### config.mk
export PLATFORM = sky130hd
export DESIGN_NAME = sent_frame_tx
export DESIGN_NICKNAME = d
export VERILOG_FILES = /design/src/sent_frame_tx.v
export VERILOG_INCLUDE_DIRS = /design/src
export SDC_FILE = /design/constraint.sdc
export NUM_CORES = 1
export LEC_CHECK = 0
export BUFFER_PORTS_ARGS = -buffer_cell sky130_fd_sc_hd__buf_4
export CAP_MARGIN = 20
export CORE_UTILIZATION = 43
export DETAILED_ROUTE_END_ITERATION = 12
export GPL_ROUTABILITY_DRIVEN = 0
export MAX_ROUTING_LAYER = met4
export PLACE_DENSITY = 0.64
export SETUP_SLACK_MARGIN = 0.15
export SYNTH_ARGS = -nofsm -noshare
export SYNTH_HDL_FRONTEND = slang
export SYNTH_SLANG_ARGS = --single-unit
export TNS_END_PERCENT = 30
### constraint.sdc
create_clock -name mclk -period 8.9 [get_ports mclk]
set_input_delay 1.78 -clock mclk [delete_from_list [all_inputs] [get_ports mclk]]
set_output_delay 1.78 -clock mclk [all_outputs]
set_load 0.1 [all_outputs]
### src/nibble_tx_consts.vh
`ifndef NIBBLE_TX_CONSTS_VH
`define NIBBLE_TX_CONSTS_VH
// register indices on the documented register port
`define REG_LOW_POWER_CONFIG_A 8'h15
`define REG_LOW_POWER_CONFIG_B 8'h16
`define REG_NIBBLE_LINK_CONFIG 8'h17
`define REG_USER_CONFIG_A 8'h18
`define REG_USER_CONFIG_B 8'h19
`define REG_FAULT_MASK_CONFIG 8'h1e
`define REG_USER_SCRATCH_WORD 8'h1f
`define REG_FAULT 8'h04
`define REG_SECOND_FAULT 8'h05
`define REG_CONTROL 8'h08
// fault register bit positions
`define FLT_SUPPLY_LOSS 0
`define FLT_WEAK_FIELD 1
`define FLT_INTERNAL 2
`define FLT_OVERTEMP 4
`define FLT_MEM_CORR 5
`define FLT_MEM_UNCORR 6
// second fault register bit positions
`define FLT2_RING_TEST 3
`define FLT2_LOGIC_TEST 4
// control register bits
`define CTRL_ERROR_CLEAR 0
`define CTRL_RING_TEST 1
`define CTRL_LOGIC_TEST 2
// link config fields
`define CFG_TICK_LSB 5
`define CFG_TICK_MSB 10
`define CFG_PAUSE 20
`define CFG_SERIAL 21
// low power config bit
`define LP_TURN_STEP 18
// nibble timing in ticks
`define LOW_TICKS 5
`define HIGH_BASE_TICKS 7
`define SYNC_LOW_TICKS 5
`define SYNC_TOTAL_TICKS 56
`define PAUSE_TOTAL_TICKS 12
`define DATA_NIBBLES 3
// self-test durations
`define CLK_HZ 50000000
`define LOGIC_TEST_MS 10
`define LOGIC_TEST_CYCLES ((`CLK_HZ / 1000) * `LOGIC_TEST_MS)
`define RING_STEPS 32
// reset values
`define FAULT_RESET 7'h01
`define CFG_RESET 24'h000000
`endif

### src/sent_frame_tx.v
`timescale 1ns/10ps
`include "nibble_tx_consts.vh"
// Contract
// - nibble length in ticks is low plus high; tick from configured tick period
// - value v sent as 5 low ticks then 7 plus v high ticks
// - frame order: sync, status nibble, data nibbles, crc, optional pause
// - status nibble holds status bits, or serial bits in their place when serial enabled
// - data nibbles carry unsigned 12-bit angle, full turn maps 0..4095
// - when pause configured, filler pause pulse follows crc before next frame
// - logic self-test completion records a fail flag in second fault register
// - logic self-test runs about 10 ms and sets flags on faults
// - host requests ring self-test per die; die enters that test
// - ring test steps each contact, stores angle per step, ends after revolution
// - signal path self-test faults set flags in second fault register
// - supply loss sets supply-loss fault flag
// - digital logic monitored; malfunction sets internal-fault flag
// - weak magnet sets weak-field flag
// - memory ecc single/double errors detected, single corrected, flags raised
// - while supply low, output word bit 2 driven high
// - temperature out of range sets overtemp flag
// - fault bits sticky until error clear command or reset
// - masked fault bit recorded but does not raise error flag
// - low power config bit 18 selects 45 or 180 degree turn step
module sent_frame_tx #(
    parameter LOGIC_TEST_CYCLES = `LOGIC_TEST_CYCLES,
    parameter RING_STEPS = `RING_STEPS
) (
    // clock and reset
    input wire mclk,
    input wire rstn,
    // register port
    input wire [7:0] reg_addr,
    input wire [23:0] reg_wdata,
    input wire reg_wr,
    input wire reg_rd,
    output reg [23:0] reg_rdata,
    // measurement and monitors
    input wire [11:0] angle,
    input wire [3:0] serial_bits,
    input wire supply_lost,
    input wire logic_fault,
    input wire field_weak,
    input wire mem_err_single,
    input wire mem_err_double,
    input wire supply_low,
    input wire temp_bad,
    input wire ring_test_bad,
    input wire logic_test_bad,
    input wire [11:0] ring_angle,
    // link and status outputs
    output reg sent_out,
    output reg error_flag,
    output reg [2:0] spi_status,
    output reg turn_step_45,
    output reg ring_busy,
    output reg [5:0] ring_contact,
    output reg ring_store,
    output reg [11:0] ring_store_angle
);
    ////////////////////////////////////////////////////////////////
    localparam S_SYNC = 6'b000001;
    localparam S_STAT = 6'b000010;
    localparam S_DATA = 6'b000100;
    localparam S_CRC = 6'b001000;
    localparam S_PAUSE = 6'b010000;
    localparam S_IDLE = 6'b100000;

    // standard nibble crc, polynomial x^4+x^3+x^2+1
    function [3:0] crc_step;
        input [3:0] c;
        input [3:0] d;
        reg [3:0] x;
        integer i;
        begin
            x = c ^ d;
            for (i = 0; i < 4; i = i + 1) begin
                x = x[3] ? ({x[2:0], 1'b0} ^ 4'hd) : {x[2:0], 1'b0};
            end
            crc_step = x;
        end
    endfunction

    // cut a tick count to the 6-bit pulse length counter on purpose
    function [5:0] ticks6;
        input integer n;
        begin
            ticks6 = n[5:0];
        end
    endfunction

    // whole pulse length of a value nibble; the low part never varies
    function [5:0] nib_total;
        input [3:0] v;
        begin
            nib_total = ticks6(`LOW_TICKS + `HIGH_BASE_TICKS + v);
        end
    endfunction

    reg [23:0] lp_a_reg, lp_b_reg, link_cfg_reg, user_a_reg, user_b_reg, mask_reg, scratch_reg;
    reg [6:0] fault_reg;
    reg [6:0] fault2_reg;
    reg [5:0] state_reg;
    reg [5:0] tick_cnt_reg;
    reg [5:0] tick_num_reg;
    reg [5:0] total_reg;
    reg [1:0] nib_idx_reg;
    reg [11:0] frame_angle_reg;
    reg [3:0] crc_reg;
    reg [3:0] cur_nib;
    reg [23:0] logic_cnt_reg;
    reg logic_run_reg;
    reg [2:0] sl_sync_reg, lf_sync_reg, fw_sync_reg, ms_sync_reg, md_sync_reg, lo_sync_reg, tb_sync_reg;
    wire [5:0] tick_len = link_cfg_reg[`CFG_TICK_MSB:`CFG_TICK_LSB];
    wire clr = reg_wr && reg_addr == `REG_CONTROL && reg_wdata[`CTRL_ERROR_CLEAR];

    ////////////////////////////////////////////////////////////////
    // three-flop pin synchronisers; stage 2 and 3 agreeing counts
    always @(posedge mclk) begin
        if (!rstn) begin
            sl_sync_reg <= 3'h0;
            lf_sync_reg <= 3'h0;
            fw_sync_reg <= 3'h0;
            ms_sync_reg <= 3'h0;
            md_sync_reg <= 3'h0;
            lo_sync_reg <= 3'h0;
            tb_sync_reg <= 3'h0;
        end else begin
            sl_sync_reg <= {sl_sync_reg[1:0], supply_lost};
            lf_sync_reg <= {lf_sync_reg[1:0], logic_fault};
            fw_sync_reg <= {fw_sync_reg[1:0], field_weak};
            ms_sync_reg <= {ms_sync_reg[1:0], mem_err_single};
            md_sync_reg <= {md_sync_reg[1:0], mem_err_double};
            lo_sync_reg <= {lo_sync_reg[1:0], supply_low};
            tb_sync_reg <= {tb_sync_reg[1:0], temp_bad};
        end
    end
    wire sl_ok = sl_sync_reg[1] & sl_sync_reg[2];
    wire lf_ok = lf_sync_reg[1] & lf_sync_reg[2];
    wire fw_ok = fw_sync_reg[1] & fw_sync_reg[2];
    wire ms_ok = ms_sync_reg[1] & ms_sync_reg[2];
    wire md_ok = md_sync_reg[1] & md_sync_reg[2];
    wire tb_ok = tb_sync_reg[1] & tb_sync_reg[2];

    ////////////////////////////////////////////////////////////////
    // config registers and readback
    always @(posedge mclk) begin
        if (!rstn) begin
            lp_a_reg <= `CFG_RESET;
            lp_b_reg <= `CFG_RESET;
            link_cfg_reg <= `CFG_RESET;
            user_a_reg <= `CFG_RESET;
            user_b_reg <= `CFG_RESET;
            mask_reg <= `CFG_RESET;
            scratch_reg <= `CFG_RESET;
            reg_rdata <= 24'h000000;
        end else begin
            if (reg_wr) begin
                case (reg_addr)
                    `REG_LOW_POWER_CONFIG_A: lp_a_reg <= reg_wdata;
                    `REG_LOW_POWER_CONFIG_B: lp_b_reg <= reg_wdata;
                    `REG_NIBBLE_LINK_CONFIG: link_cfg_reg <= reg_wdata;
                    `REG_USER_CONFIG_A: user_a_reg <= reg_wdata;
                    `REG_USER_CONFIG_B: user_b_reg <= reg_wdata;
                    `REG_FAULT_MASK_CONFIG: mask_reg <= reg_wdata;
                    `REG_USER_SCRATCH_WORD: scratch_reg <= reg_wdata;
                    default: ;
                endcase
            end
            if (reg_rd) begin
                case (reg_addr)
                    `REG_LOW_POWER_CONFIG_A: reg_rdata <= lp_a_reg;
                    `REG_LOW_POWER_CONFIG_B: reg_rdata <= lp_b_reg;
                    `REG_NIBBLE_LINK_CONFIG: reg_rdata <= link_cfg_reg;
                    `REG_USER_CONFIG_A: reg_rdata <= user_a_reg;
                    `REG_USER_CONFIG_B: reg_rdata <= user_b_reg;
                    `REG_FAULT_MASK_CONFIG: reg_rdata <= mask_reg;
                    `REG_USER_SCRATCH_WORD: reg_rdata <= scratch_reg;
                    `REG_FAULT: reg_rdata <= {17'h00000, fault_reg};
                    `REG_SECOND_FAULT: reg_rdata <= {17'h00000, fault2_reg};
                    `REG_CONTROL: reg_rdata <= {21'h000000, logic_run_reg, ring_busy, 1'b0};
                    default: reg_rdata <= 24'h000000;
                endcase
            end
        end
    end

    ////////////////////////////////////////////////////////////////
    // sticky fault flags; a new event wins over a clear in the same cycle
    always @(posedge mclk) begin
        if (!rstn) begin
            fault_reg <= `FAULT_RESET;
            fault2_reg <= 7'h00;
            error_flag <= 1'b0;
            spi_status <= 3'h0;
            turn_step_45 <= 1'b0;
        end else begin
            fault_reg <= (clr ? 7'h00 : fault_reg) | {
                md_ok,
                ms_ok,
                tb_ok,
                1'b0,
                lf_ok,
                fw_ok,
                sl_ok};
            fault2_reg <= (clr ? 7'h00 : fault2_reg) | {2'b00,
                logic_run_reg && logic_cnt_reg == 24'h000001 && logic_test_bad,
                ring_busy && ring_test_bad, 3'b000};
            // masked bits still stored but kept off the error flag
            error_flag <= |(fault_reg & ~mask_reg[6:0]) | |fault2_reg;
            // level flag, so it only moves once stages 2 and 3 agree
            if (lo_sync_reg[1] == lo_sync_reg[2])
                spi_status <= {lo_sync_reg[2], 2'b00};
            turn_step_45 <= lp_a_reg[`LP_TURN_STEP];
        end
    end

    ////////////////////////////////////////////////////////////////
    // logic self-test timer and ring self-test stepping
    always @(posedge mclk) begin
        if (!rstn) begin
            logic_run_reg <= 1'b0;
            logic_cnt_reg <= 24'h000000;
            ring_busy <= 1'b0;
            ring_contact <= 6'h00;
            ring_store <= 1'b0;
            ring_store_angle <= 12'h000;
        end else begin
            ring_store <= 1'b0;
            if (!logic_run_reg && reg_wr && reg_addr == `REG_CONTROL && reg_wdata[`CTRL_LOGIC_TEST]) begin
                logic_run_reg <= 1'b1;
                logic_cnt_reg <= LOGIC_TEST_CYCLES[23:0];
            end else if (logic_run_reg) begin
                logic_cnt_reg <= logic_cnt_reg - 24'h000001;
                if (logic_cnt_reg == 24'h000001)
                    logic_run_reg <= 1'b0;
            end
            if (!ring_busy && reg_wr && reg_addr == `REG_CONTROL && reg_wdata[`CTRL_RING_TEST]) begin
                ring_busy <= 1'b1;
                ring_contact <= 6'h00;
            end else if (ring_busy) begin
                ring_store <= 1'b1;
                ring_store_angle <= ring_angle;
                if (ring_contact == RING_STEPS[5:0] - 6'h01)
                    ring_busy <= 1'b0;
                else
                    ring_contact <= ring_contact + 6'h01;
            end
        end
    end

    ////////////////////////////////////////////////////////////////
    // nibble value of the current slot
    always @* begin
        case (state_reg)
            S_STAT: cur_nib = link_cfg_reg[`CFG_SERIAL] ? serial_bits : {2'b00, |fault2_reg, error_flag};
            S_DATA: cur_nib = nib_idx_reg == 2'd0 ? frame_angle_reg[11:8] :
                              nib_idx_reg == 2'd1 ? frame_angle_reg[7:4] : frame_angle_reg[3:0];
            S_CRC: cur_nib = crc_reg;
            default: cur_nib = 4'h0;
        endcase
    end

    // tick divider and frame sequencer; line idles high
    always @(posedge mclk) begin
        if (!rstn) begin
            state_reg <= S_IDLE;
            tick_cnt_reg <= 6'h00;
            tick_num_reg <= 6'h00;
            total_reg <= 6'h00;
            nib_idx_reg <= 2'd0;
            frame_angle_reg <= 12'h000;
            crc_reg <= 4'h5;
            sent_out <= 1'b1;
        end else if (state_reg == S_IDLE) begin
            state_reg <= S_SYNC;
            total_reg <= ticks6(`SYNC_TOTAL_TICKS);
            tick_num_reg <= 6'h00;
            tick_cnt_reg <= 6'h00;
            frame_angle_reg <= angle;
            crc_reg <= 4'h5;
            sent_out <= 1'b0;
        end else if (tick_cnt_reg + 6'h01 < (tick_len == 6'h00 ? 6'h01 : tick_len)) begin
            tick_cnt_reg <= tick_cnt_reg + 6'h01;
        end else begin
            tick_cnt_reg <= 6'h00;
            if (tick_num_reg + 6'h01 < total_reg) begin
                tick_num_reg <= tick_num_reg + 6'h01;
                sent_out <= (tick_num_reg + 6'h01 >= `LOW_TICKS);
            end else begin
                tick_num_reg <= 6'h00;
                sent_out <= 1'b0;
                case (state_reg)
                    S_SYNC: begin
                        state_reg <= S_STAT;
                        total_reg <= nib_total(link_cfg_reg[`CFG_SERIAL] ? serial_bits :
                            {2'b00, |fault2_reg, error_flag});
                    end
                    S_STAT: begin
                        state_reg <= S_DATA;
                        nib_idx_reg <= 2'd0;
                        total_reg <= nib_total(frame_angle_reg[11:8]);
                    end
                    S_DATA: begin
                        crc_reg <= crc_step(crc_reg, cur_nib);
                        if (nib_idx_reg == `DATA_NIBBLES - 1) begin
                            state_reg <= S_CRC;
                            total_reg <= nib_total(crc_step(crc_reg, cur_nib));
                        end else begin
                            nib_idx_reg <= nib_idx_reg + 2'd1;
                            total_reg <= nib_total(nib_idx_reg == 2'd0 ? frame_angle_reg[7:4] : frame_angle_reg[3:0]);
                        end
                    end
                    S_CRC: begin
                        if (link_cfg_reg[`CFG_PAUSE]) begin
                            state_reg <= S_PAUSE;
                            total_reg <= ticks6(`PAUSE_TOTAL_TICKS);
                        end else begin
                            state_reg <= S_SYNC;
                            total_reg <= ticks6(`SYNC_TOTAL_TICKS);
                            frame_angle_reg <= angle;
                            crc_reg <= 4'h5;
                        end
                    end
                    default: begin
                        state_reg <= S_SYNC;
                        total_reg <= ticks6(`SYNC_TOTAL_TICKS);
                        frame_angle_reg <= angle;
                        crc_reg <= 4'h5;
                    end
                endcase
            end
        end
    end
endmodule // sent_frame_tx

==> impl_metrics.ini <==
[grt]
grt_max_degree = 110
antenna_found_initial = 1
grt_use_total_pct = 23.5
grt_pass1_wl_mm = 60.8
grt_overflow_total = 0
grt_pass1_vias = 11100

[timing]
min_period_ns = 4.43
finalSetupViolCount = 0
rsz0062_at_grt = no
hold_ws_ns = 0.432
max_freq_mhz = 226
worst_pin_slew_ns = 1.08
tns_ns = 0
slew_viol_final = 0
period_share_pct = 49.7
maxSlewHeadroom_pct = 27.8
hold_viol_final = 0
clock_skew_ns = 0.0221

[clock_tree]
cts_buffers = 35
clock-root-buffer = clkbuf_16
cts_tree = built
cts.sinks = 312
clkTransAtPathRegs_ns = 0.06
cts_buffer_depth = 3
htreeDepth = 2
insertion_delay_ns = 0.52
cts_resized = 0
cts_setup_buffers = 0
ctsHoldBuffers = 0

[die]
ios = 123
die_h_um = 183
initial_core_util_pct = 44.1
fp.dieW_um = 183
num_rows = 65
core_um2 = 31800
die_area_um2 = 33400

[detailed_routing]
ant_nets = 0
wl_met2_mm = 17.5
top_layer = met4
met3_length_mm = 2.04
drcViolationCount = 0
wl_per_cell_um = 17.6
drt_iter0_drc = 899
finalWirelength_mm = 38.1
wl_met1_mm = 18.0
first_pass_iters = 6
viasPerCell = 5.36
via_count = 11600

[setup_path]
cp.buffers_inverters = 2
cp_top_family = simple AND/OR/NAND/NOR gates
path_cells = buf_4, nor3_1, and3_1, buf_4, nand2_1, nor2_1, and2_1, nand2_1, a21boi_0
slowest_delay_ns = 0.88
worstPathRequired_ns = 9.33
critical_path_class = in2reg
worstPathMaxFanout = 26
startpoint = reg_addr[5]
cp-end-kind = flip-flop
start_kind = input pin
critPathSlowestCell = and2_1
worstPathArrival_ns = 4.85
rr_startpoint = tick_cnt_reg[0]

[outcome]
status = complete, no violations

[place]
portBuffers = 120
post-dp-hpwl_mm = 24.8
dp_cells = 2104
post_dp_cell_area_um2 = 15300

[logic_synthesis]
syn_inst = 1640
synth_edf_count = 0
ys_ff_latch = 312
ys_types = 70
ys_warn_count = 0
ys_seq_area_share_pct = 44.5
synth_flop_cell = dfxtp_1
mappedNetlistArea_um2 = 14000
synth.avg_cell_area_um2 = 8.56
synthArstFlopShare_pct = 0

[job]
cap_viol_max_count = 0

[power_and_ir_drop]
total_power_mw = 3.45
ir_drop_mv = 0.143
power.density_nw_per_um2 = 209
power.leakage_nw = 5.94

[final_layout]
nets = 1800
syn_to_final_growth_pct = 17.5
final_area_um2 = 16500
drive_above_1_share_pct = 13.0
stdcell_count = 2168
fill_cells = 3009

[worst_hold_path]
min_from = lo_sync_reg[0]
min_path_type = reg2reg
==> per-stage QoR <==
step / worst slack [ns] / util (%)
3_5_place_dp: 4.06 / 48.0
2_1_floorplan: 5.19 / -
6_report: 4.47 / 51.9
3_3_place_gp: 4.15 / 47.8
4_1_cts: 4.56 / 51.9
5_1_grt: 4.33 / 51.9
==> synthesized netlist by cell type (4+ instances only) <==
cell type | n | area share [%]
a211oi_1 | 7 | 0.37
a21boi_0 | 181 | 9.7
a21oi_1 | 28 | 1.0
a22o_1 | 7 | 0.44
a22oi_1 | 49 | 2.6
a31oi_1 | 21 | 0.94
and2_1 | 34 | 1.5
and3_1 | 12 | 0.53
buf_1 | 9 | 0.24
buf_2 | 9 | 0.32
clkbuf_1 | 91 | 2.4
dfxtp_1 | 312 | 44
ha_1 | 21 | 1.9
inv_1 | 26 | 0.70
mux2_2 | 4 | 0.32
mux2i_1 | 77 | 5.5
nand2_1 | 399 | 11
nand2b_1 | 10 | 0.45
nand3_1 | 19 | 0.68
nand3b_1 | 5 | 0.27
nand4_1 | 4 | 0.18
nor2_1 | 57 | 1.5
nor2b_1 | 44 | 2.0
nor3_1 | 14 | 0.50
nor4_1 | 10 | 0.45
o21ai_0 | 46 | 1.6
o22ai_1 | 26 | 1.2
xnor2_1 | 27 | 1.7
xor2_1 | 15 | 0.94
==> worst paths after layout <==
check / end / slack (ns) / cells after the start
max: user_a_reg[14] / 4.47 / 9
min: lo_sync_reg[1] / 0.43 / 1
max reg2reg: frame_angle_reg[6] / 5.29 / 14
min reg2reg: lo_sync_reg[1] / 0.43 / 1
==> cell usage in the layout (no fill, tap or decap), types with 11 or more instances in the layout <==
cell type    n
xor2_1      15
clkbuf_8    11
a31oi_1     21
nor2b_1     44
xnor2_1     27
a21oi_1     28
and3_1      12
a22oi_1     49
o22ai_1     26
nor2_1      55
nor3_1      13
nand3_1     19
clkbuf_16   36
and2_1      34
inv_1       26
a21boi_0   181
ha_1        21
nand2_1    399
o21ai_0     46
mux2i_1     77
buf_4      136
dfxtp_1    312
==> cell families (layout without fill, tap and decap cells) <==
family                     count (synthesis)  in the layout  synth area share (%)
adders and majority gates                 21             21                  1.87
other                                      1              3                0.0267
AOI/OAI and AO/OA                        409            409                  20.6
muxes                                     82             82                  5.91
buffers and inverters                    138            229                  3.85
DFF                                      312            312                  44.5
xor gates and xnor gates                  42             42                  2.62
and+or+nand+nor                          635            635                  20.6
==> worst reg2reg max path, stage by stage (launching register included) <==
cell and delay [ns]:
dfxtp_1 0.38, nand3_1 0.12, or2_2 0.32, xnor2_1 0.24
ha_1 0.29, and4_1 0.23, a221o_1 0.35, a31oi_2 0.13
buf_4 0.25, nor2b_1 0.08, buf_4 0.19, nand2_1 0.10
nand2_1 0.46, mux2i_1 0.31, nor2b_1 0.07
==> power by group <==
group | internal (mW) | switching [mW] | total (mW)
sequential | 1.44 | 0.0423 | 1.49
combinational | 0.174 | 0.280 | 0.455
clock | 0.923 | 0.587 | 1.51
total | 2.54 | 0.909 | 3.45
==> layout make-up <==
type	count	area, um^2	area share (%)
diodes	1	2.50	0.0152
clock buffers	49	1060	6.43
clock inverters	14	170	1.03
inverters	26	97.6	0.592
multi-input cells	1191	7270	44.1
flip-flops and latches	312	6250	37.9
well taps	435	544	3.30
repair buffers	140	1100	6.68
==> routing by layer <==
layer,vias to the layer above,track usage (%)
met2,303,37.1
met1,5498,31.6
li1,5770,-
met5,-,-
met3,52,3.45
met4,0,5.34
Power figures use the tool's default switching activity.
